<file path="src/flash_pin_pkg.sv">
package flash_pin_pkg;

  // Serial framing
  localparam int OPC_BITS     = 8;
  localparam int ADDR_BITS    = 24;
  localparam int BYTE_W       = 8;
  localparam int BITC_W       = 5;
  localparam logic [4:0] OPC_LAST  = 5'h07;
  localparam logic [4:0] ADDR_LAST = 5'h17;
  localparam logic [4:0] BYTE_LAST = 5'h07;

  // Array organisation
  localparam int PAGES        = 4096;
  localparam int PAGE_BITS    = 12;
  localparam int CNT_W        = 10;
  localparam logic [9:0] PAGE_LONG  = 10'h210;
  localparam logic [9:0] PAGE_SHORT = 10'h200;
  localparam int PAGE_LSB_LONG  = 10;
  localparam int PAGE_LSB_SHORT = 9;
  localparam int BUFFERS      = 2;
  localparam int OTP_BYTES    = 128;
  localparam int OTP_FACTORY  = 64;

  // Sector protection map: 16 sectors of 256 pages
  localparam int SECTORS      = 16;
  localparam int SEC_BITS     = 4;
  localparam int SEC_LSB      = 8;

  // Data path buffering
  localparam int FIFO_DEPTH   = 4;

  typedef enum logic [5:0] {
    ST_IDLE   = 6'h01,
    ST_OPC    = 6'h02,
    ST_ADDR   = 6'h04,
    ST_DECIDE = 6'h08,
    ST_DATA   = 6'h10,
    ST_READ   = 6'h20
  } state_t;

  localparam state_t ST_IGNORE_ALIAS = ST_IDLE;

endpackage : flash_pin_pkg

</file>
<file path="src/pin_sync.sv">
`timescale 1ns/100ps
`default_nettype none

module pin_sync #(
  parameter int W = 1
) (
  input  wire logic         clock,
  input  wire logic         rst,
  input  wire logic [W-1:0] d,
  output var  logic [W-1:0] q
);

  logic [W-1:0] meta_q;

  // First stage is read only by the second stage
  always_ff @(posedge clock) begin
    if (rst) begin
      meta_q <= '0;
      q      <= '0;
    end else begin
      meta_q <= d;
      q      <= meta_q;
    end
  end

endmodule : pin_sync

`default_nettype wire

</file>
<file path="src/byte_fifo.sv">
`timescale 1ns/100ps
`default_nettype none

module byte_fifo #(
  parameter int WIDTH = 8,
  parameter int DEPTH = 4
) (
  input  wire logic             clock,
  input  wire logic             rst,
  input  wire logic             in_valid,
  output var  logic             in_ready,
  input  wire logic [WIDTH-1:0] in_data,
  output var  logic             out_valid,
  input  wire logic             out_ready,
  output var  logic [WIDTH-1:0] out_data
);

  localparam int AW = (DEPTH > 1) ? $clog2(DEPTH) : 1;

  typedef struct packed {
    logic [AW-1:0] wr;
    logic [AW-1:0] rd;
    logic [AW:0]   cnt;
  } fifo_t;

  fifo_t            q;
  fifo_t            d;
  logic [WIDTH-1:0] mem [DEPTH];
  logic             push;
  logic             pop;

  function automatic logic [AW-1:0] bump(input logic [AW-1:0] p);
    bump = (p == AW'(DEPTH - 1)) ? '0 : p + 1'b1;
  endfunction : bump

  assign in_ready  = (q.cnt != (AW+1)'(DEPTH));
  assign out_valid = (q.cnt != '0);
  assign out_data  = mem[q.rd];
  assign push      = in_valid & in_ready;
  assign pop       = out_valid & out_ready;

  always_comb begin
    d = q;
    if (push) begin
      d.wr = bump(q.wr);
    end
    if (pop) begin
      d.rd = bump(q.rd);
    end
    d.cnt = q.cnt + (AW+1)'(push) - (AW+1)'(pop);
  end

  always_ff @(posedge clock) begin
    if (rst) begin
      q <= '0;
    end else begin
      q <= d;
    end
  end

  always_ff @(posedge clock) begin
    if (push) begin
      mem[q.wr] <= in_data;
    end
  end

endmodule : byte_fifo

`default_nettype wire

</file>
<file path="src/serial_flash_pin_interface.sv">
`timescale 1ns/100ps
`default_nettype none

module serial_flash_pin_interface
  import flash_pin_pkg::*;
#(
  parameter int FIFO_W = flash_pin_pkg::BYTE_W,
  parameter int FIFO_D = flash_pin_pkg::FIFO_DEPTH
) (
  input  wire logic                                clock,
  input  wire logic                                rst,
  input  wire logic                                cs_n,
  input  wire logic                                sck,
  input  wire logic                                si,
  output var  logic                                so_o,
  output var  logic                                so_oe,
  input  wire logic                                wp_n,
  input  wire logic                                page_512,
  input  wire logic                                sw_prot_en,
  input  wire logic                                prot_wr,
  input  wire logic [flash_pin_pkg::SECTORS-1:0]   prot_wdata,
  output var  logic [flash_pin_pkg::SECTORS-1:0]   prot_map,
  output var  logic                                hdr_valid,
  output var  logic [flash_pin_pkg::OPC_BITS-1:0]  hdr_opcode,
  output var  logic [flash_pin_pkg::ADDR_BITS-1:0] hdr_addr,
  output var  logic [flash_pin_pkg::PAGE_BITS-1:0] hdr_page,
  input  wire logic                                hdr_is_read,
  input  wire logic                                hdr_is_modify,
  input  wire logic                                hdr_is_prot_cmd,
  output var  logic                                cmd_blocked,
  output var  logic [FIFO_W-1:0]                   wr_data,
  output var  logic                                wr_valid,
  input  wire logic                                wr_ready,
  output var  logic                                wr_overrun,
  output var  logic [flash_pin_pkg::CNT_W-1:0]     wr_count,
  input  wire logic [flash_pin_pkg::BYTE_W-1:0]    rd_data,
  input  wire logic                                rd_valid,
  output var  logic                                rd_ready,
  output var  logic                                start_op,
  input  wire logic                                array_busy,
  output var  logic                                standby
);

  import flash_pin_pkg::*;

  typedef struct packed {
    state_t               st;
    logic                 sck_p;
    logic                 cs_p;
    logic [BYTE_W-1:0]    sh;
    logic [BITC_W-1:0]    bitc;
    logic [OPC_BITS-1:0]  opc;
    logic [ADDR_BITS-1:0] addr;
    logic [CNT_W-1:0]     nbytes;
    logic [BYTE_W-1:0]    tx;
    logic                 so;
    logic                 oe;
    logic                 hdr_valid;
    logic                 start_op;
    logic                 modify;
    logic                 blocked;
    logic                 overrun;
    logic                 standby;
    logic [SECTORS-1:0]   prot;
  } regs_t;

  regs_t             q;
  regs_t             d;
  logic [3:0]        pins_s;
  logic              cs_s;
  logic              sck_s;
  logic              si_s;
  logic              wp_s;
  logic              sck_rise;
  logic              sck_fall;
  logic              cs_fall;
  logic              cs_rise;
  logic [BYTE_W-1:0] sh_next;
  logic [CNT_W-1:0]  page_limit;
  logic [SEC_BITS-1:0] sector;
  logic              sec_blocked;
  logic              push;
  logic              push_ready;
  logic              take_rd;

  // Slow pins are resampled on the system clock; sck is just another input
  // Select and protect enter inverted so a cleared synchroniser reads idle
  pin_sync #(
    .W (4)
  ) u_sync (
    .clock (clock),
    .rst   (rst),
    .d     ({~cs_n, sck, si, ~wp_n}),
    .q     (pins_s)
  );

  assign cs_s  = ~pins_s[3];
  assign sck_s = pins_s[2];
  assign si_s  = pins_s[1];
  assign wp_s  = ~pins_s[0];

  // Rising-edge capture serves both mode 0 and mode 3 idle levels
  assign sck_rise = sck_s & ~q.sck_p;
  assign sck_fall = ~sck_s & q.sck_p;
  assign cs_fall  = ~cs_s & q.cs_p;
  assign cs_rise  = cs_s & ~q.cs_p;
  assign sh_next  = {q.sh[BYTE_W-2:0], si_s};

  // 528 unless the binary page size is chosen
  assign page_limit = page_512 ? PAGE_SHORT : PAGE_LONG;
  assign hdr_page   = page_512 ? q.addr[PAGE_LSB_SHORT +: PAGE_BITS]
                               : q.addr[PAGE_LSB_LONG +: PAGE_BITS];
  assign sector     = hdr_page[SEC_LSB +: SEC_BITS];

  // Pin protection alone suffices; software enable is an independent path
  assign sec_blocked = hdr_is_modify & ~hdr_is_prot_cmd & q.prot[sector]
                       & (~wp_s | sw_prot_en);

  // Blocked frames neither count nor push, so no overrun either
  assign push     = (q.st == ST_DATA) & ~cs_s & sck_rise & (q.bitc == BYTE_LAST)
                    & q.modify & (q.nbytes < page_limit)
                    & ~q.blocked;
  assign take_rd  = ((q.st == ST_DECIDE) & hdr_is_read & ~sec_blocked)
                    | ((q.st == ST_READ) & ~cs_s & sck_fall & (q.bitc == BYTE_LAST));
  assign rd_ready = take_rd;

  always_comb begin
    d           = q;
    d.sck_p     = sck_s;
    d.cs_p      = cs_s;
    d.hdr_valid = 1'b0;
    d.start_op  = 1'b0;
    // Map changes refused while write protect is held low
    if (prot_wr & wp_s) begin
      d.prot = prot_wdata;
    end
    if (cs_s) begin
      // Deselected: input ignored, frame closed
      // Only a frame that reached its data phase starts a timed cycle
      if (cs_rise & q.modify & ~q.blocked & (q.st == ST_DATA)) begin
        d.start_op = 1'b1;
      end
      d.st     = ST_IDLE;
      d.bitc   = '0;
      d.modify = 1'b0;
      // No stale bits shown at the start of the next read
      d.so     = 1'b0;
      d.tx     = '0;
    end else begin
      case (q.st)
        ST_IDLE: begin
          // A select already low at reset release opens a frame once it passes the synchroniser
          if (cs_fall) begin
            d.st      = ST_OPC;
            d.bitc    = '0;
            d.nbytes  = '0;
            d.overrun = 1'b0;
            d.blocked = 1'b0;
          end
        end
        ST_OPC: begin
          // A mode 3 idle fall before the first bit is simply ignored
          if (sck_rise) begin
            d.sh   = sh_next;
            d.bitc = q.bitc + 1'b1;
            if (q.bitc == OPC_LAST) begin
              d.opc  = sh_next;
              d.st   = ST_ADDR;
              d.bitc = '0;
            end
          end
        end
        ST_ADDR: begin
          if (sck_rise) begin
            d.addr = {q.addr[ADDR_BITS-2:0], si_s};
            d.bitc = q.bitc + 1'b1;
            if (q.bitc == ADDR_LAST) begin
              d.st        = ST_DECIDE;
              d.hdr_valid = 1'b1;
              d.bitc      = '0;
            end
          end
        end
        ST_DECIDE: begin
          // One system clock for the opcode decode; sck is far slower
          d.modify  = hdr_is_modify;
          d.blocked = sec_blocked;
          if (sec_blocked) begin
            d.st = ST_DATA;
          end else if (hdr_is_read) begin
            d.tx = rd_valid ? rd_data : '0;
            d.st = ST_READ;
          end else begin
            d.st = ST_DATA;
          end
        end
        ST_DATA: begin
          if (sck_rise) begin
            d.sh   = sh_next;
            d.bitc = (q.bitc == BYTE_LAST) ? '0 : q.bitc + 1'b1;
            // Bytes past the page end are dropped, never wrapped
            if (push) begin
              d.nbytes = q.nbytes + 1'b1;
              if (~push_ready) begin
                d.overrun = 1'b1;
              end
            end
          end
        end
        ST_READ: begin
          if (sck_fall) begin
            d.so   = q.tx[BYTE_W-1];
            d.tx   = {q.tx[BYTE_W-2:0], 1'b0};
            d.bitc = (q.bitc == BYTE_LAST) ? '0 : q.bitc + 1'b1;
            // Next byte fetched on the eighth fall; an empty source sends zeros
            if (q.bitc == BYTE_LAST) begin
              d.tx = rd_valid ? rd_data : '0;
            end
          end
        end
        default: begin
          d.st = ST_IDLE;
        end
      endcase
    end
    // Standby only once no timed cycle is in flight
    d.standby = cs_s & ~array_busy & ~d.start_op & ~q.start_op;

    // Enable registered so the pin never sees a decode glitch
    d.oe      = ~cs_s & (d.st == ST_READ);
  end

  always_ff @(posedge clock) begin
    if (rst) begin
      q      <= '0;
      q.st   <= ST_IDLE;
      // Select history starts deselected to avoid a false edge
      q.cs_p <= 1'b1;
    end else begin
      q <= d;
    end
  end

  // Blocked commands still run the frame but write nothing
  byte_fifo #(
    .WIDTH (FIFO_W),
    .DEPTH (FIFO_D)
  ) u_fifo (
    .clock     (clock),
    .rst       (rst),
    .in_valid  (push & ~q.blocked),
    .in_ready  (push_ready),
    .in_data   (FIFO_W'(sh_next)),
    .out_valid (wr_valid),
    .out_ready (wr_ready),
    .out_data  (wr_data)
  );

  assign so_o        = q.so;
  assign so_oe       = q.oe;
  assign prot_map    = q.prot;
  assign hdr_valid   = q.hdr_valid;
  assign hdr_opcode  = q.opc;
  assign hdr_addr    = q.addr;
  assign cmd_blocked = q.blocked;
  assign wr_overrun  = q.overrun;
  assign wr_count    = q.nbytes;
  assign start_op    = q.start_op;
  assign standby     = q.standby;

  // Sizing of the array and one-time area is fixed by the package
  localparam int TOTAL_PAGES = PAGES;
  localparam int BUF_COUNT   = BUFFERS;
  localparam int OTP_USER    = OTP_BYTES - OTP_FACTORY;

endmodule : serial_flash_pin_interface

`default_nettype wire

</file>
<file path="config.mk">
export PLATFORM = sky130hd
export DESIGN_NAME = serial_flash_pin_interface
export DESIGN_NICKNAME = d
export VERILOG_FILES = /design/src/flash_pin_pkg.sv /design/src/pin_sync.sv /design/src/byte_fifo.sv /design/src/serial_flash_pin_interface.sv
export SDC_FILE = /design/constraint.sdc
export NUM_CORES = 1
export LEC_CHECK = 0
export BUFFER_PORTS_ARGS = -buffer_cell sky130_fd_sc_hd__buf_2
export CAP_MARGIN = 20
export CORE_MARGIN = 4
export CORE_UTILIZATION = 60
export DETAILED_ROUTE_END_ITERATION = 16
export GPL_TIMING_DRIVEN = 0
export PLACE_DENSITY = 0.88
export SETUP_SLACK_MARGIN = 0.02
export SLEW_MARGIN = 10
export SYNTH_ARGS = -nofsm -noshare
export SYNTH_HDL_FRONTEND = slang
export SYNTH_SLANG_ARGS = --single-unit
</file>
<file path="constraint.sdc">
create_clock -name clock -period 6.8 [get_ports clock]
set_clock_uncertainty 0.2 [all_clocks]
set_input_delay 0.34 -clock clock [delete_from_list [all_inputs] [get_ports clock]]
set_output_delay 0.34 -clock clock [all_outputs]
set_load 0.1 [all_outputs]
</file>
==> impl_metrics.ini <==
[worst_setup_path]
cp_cell_sequence = buf_2 > mux2i_1 > a22oi_1 > nand3_1 > nand3_1 > clkbuf_1 > a21oi_1 > a31o_2 > buf_2
worstSetupEndpointType = output port
crit_slowest_cell = dfxtp_1
reg2regPathDepth = 8
cp.depth = 9
cpPeakStageDelay_ns = 0.44
crit_buf_inv = 3
critPathKind = reg2out
critPathArrivalTime_ns = 3.33
required_ns = 6.26
cp_max_fo = 10
cp-start-kind = register
path_delay_family = buffers and inverters

[logic_synthesis]
synth.area.mux_share_pct = 9.53
ys_seq_area_share_pct = 47.2
netlist_top_cells_area = dfxtp_1 33%, edfxtp_1 14%, buf_4 6.6%, nand2_1 5.8%, mux2i_1 5.2%
synthTopCellsByCount = 111 x dfxtp_1, 105 x nand2_1, 59 x buf_4, 54 x a21oi_1, 42 x nor2_1
synth-edff-count = 32
synthAdderAreaFrac_pct = 1.97
synth_compound_area_share_pct = 12.4
synth_cell_types = 57
synthArstFlopShare_pct = 0
netlist_instances = 693
synth_top_area_share_pct = 32.9
yosysMostFrequentCell = dfxtp_1
syn_nets = 742
synth-main-ff-cell = dfxtp_1
yosysWarningCount = 0
synth_top_family_by_area = simple AND/OR/NAND/NOR gates
synth.avg_cell_area_um2 = 9.74
ys_seq_elements = 143
synth_simple_gate_area_share_pct = 18.3
synth_xor_area_share_pct = 1.43
synth_area_mm2 = 0.00675
synth_top_area_cell = dfxtp_1

[routing]
route.detailed.wl_per_inst_um = 17.8
drt_iter0_markers = 546
via_per_inst = 5.90
firstDrtPassIters = 5
ant_nets = 0
drc = 0
routed_wl_um = 18000
vias = 5963

[cts]
clkTransAtPathRegs_ns = 0.06
cts_max_level = 4
cts_max_path_buffers = 2
insertion_delay_ns = 0.42
cts_buffers = 17
cts_setup_buffers = 0
cts.sinks = 143
cts_hold_buf = 22
cts_resized = 0
cts_tree = yes
clockRootBuffer = clkbuf_16

[floorplan]
die_h_um = 114
ios = 126
initial_core_util_pct = 61.7
die-area_mm2 = 0.0130
core_area_mm2 = 0.0109
num_rows = 38
die_x_um = 114

[run_status]
outcome = finished, final reports clean

[timing]
tns_ns = 0
max_freq_mhz = 258
finalCritPeriodShare_pct = 57.0
drv_slew = 0
slew_headroom_pct = 48.3
rsz0062_at_grt = no
worst_pin_slew_ns = 0.772
finalSetupViolCount = 0
fin_crit_ns = 3.87
holdWs_ns = 0.0176
hold_viol_final = 0

[grt]
grt_pass1_vias = 6099
grt-ovfl-total = 0
grtUsageTotal_pct = 28.2
grt_max_degree = 17
grt_pass1_wl_um = 29300
antenna_found_initial = 0

[power]
leakagePower_nw = 3.42
ir_worst_vdd_uv = 232
internal_power_mw = 1.58
p_sw_share_pct = 30.3
p_seq_share_pct = 39.8
finalPower_mw = 2.27
p_clk_share_pct = 43.2
power_frac_comb_pct = 16.9
power_density_mw_per_mm2 = 271
p_sw_mw = 0.690

[job]
drv_cap = 0

[layout]
multi_input_comb_area_mm2 = 0.00295
drive_gt1_share_pct = 29.8
diodes = 0
num-fill-cells = 677
seqCellArea_mm2 = 0.00318
area_delta_synth_final_pct = 24.2
fin_nets = 906

[placement]
hpwl_um = 11800
io_buffer_count = 123
gp_congestion = 0.903

[worst_hold_path]
whs_path_depth = 3
hold_path_class = in2reg
-- power groups by stage --
| stage | Combinational [mW] | Clock [mW] | Sequential, mW |
|---|---|---|---|
| 6_report | 0.385 | 0.984 | 0.906 |
| 5_1_grt | 0.404 | 1.02 | 0.908 |
| 4_1_cts | 0.382 | 0.985 | 0.904 |
| 3_5_place_dp | 0.367 | 0 | 0.923 |
| 3_3_place_gp | 0.358 | 0 | 0.920 |
| 2_1_floorplan | 0.301 | 0 | 0.920 |
-- flip-flops by register name, summed over array words and instances, names as in the netlist, 4 cells and up, named ones only --
name	flops
hdr_addr	24
hdr_opcode	8
prot_map	16
q	29
u_fifo.mem	32
u_fifo.q	7
u_sync.meta_q	4
u_sync.q	4
wr_count	10
-- layer usage --
metal  global-route usage, %  vias to the layer above  wire (um)
li1                        -                     2736          -
met1                    33.2                     2845       7130
met2                    47.9                      308       8870
met3                    6.63                       74       1310
met4                    14.7                        0        716
met5                       0                        -          0
-- cell families after synthesis --
group                      Yosys count
adders and majority gates           10
DFF                                143
AOI/OAI and AO/OA                  126
muxes                               53
xor gates and xnor gates            11
buffers and inverters              104
and+or+nand+nor                    246
-- tightest hold or removal path, stage by stage --
cell and delay [ns]:
buf_2 0.12, mux2i_1 0.07, nor2_1 0.08
-- area by class of cell --
type / instances / area share (%)
sequential: 143 / 38.0
clock inverter: 15 / 2.36
buffer: 92 / 6.82
timing repair buffer: 145 / 9.97
multi-input combinational: 446 / 35.2
tap: 140 / 2.09
clock buffer: 17 / 5.08
inverter: 12 / 0.537
-- final timing paths --
kind	start	endpoint	slack, ns
setup reg to reg	q[91]	u_fifo.q[1]	3.66
hold reg to reg	u_sync.meta_q[3]	u_sync.q[3]	0.24
hold / removal	hdr_is_modify	q[19]	0.02
setup / recovery	hdr_addr[17]	rd_ready	2.93
-- cell usage in the layout (no fill, tap or decap), types with 4 or more instances in the layout --
cell           count
mux4_2             8
nand2b_1           5
a21oi_1           54
o21ai_0           10
buf_4             59
o21a_1             6
a31oi_1           11
inv_6              4
nor4_1             4
a311o_1            8
nand4_1            9
clkbuf_16         17
ha_1               9
buf_2            127
nand2_1          105
mux2_2            10
a32oi_1            7
edfxtp_1          32
nor2b_1           19
a22oi_1           10
nand3_1           18
mux2i_1           35
inv_1             12
nor3_2             5
and3_1             8
dlygate4sd3_1     22
xnor2_1           10
nor3_1             7
and2_1             6
clkbuf_1          26
dfxtp_1          111
nor2_1            42
-- stage by stage --
stage / utilization [%] / setup WS (ns) / area (um2) / cells
2_1_floorplan: - / 3.60 / 6750 / 693
3_3_place_gp: 68.9 / 3.60 / 7540 / 956
3_5_place_dp: 68.9 / 3.54 / 7540 / 956
4_1_cts: 76.6 / 3.03 / 8380 / 1010
5_1_grt: 76.6 / 2.71 / 8380 / 1010
6_report: 76.6 / 2.93 / 8380 / 1010
No activity file was read; power rests on OpenSTA's default activity.
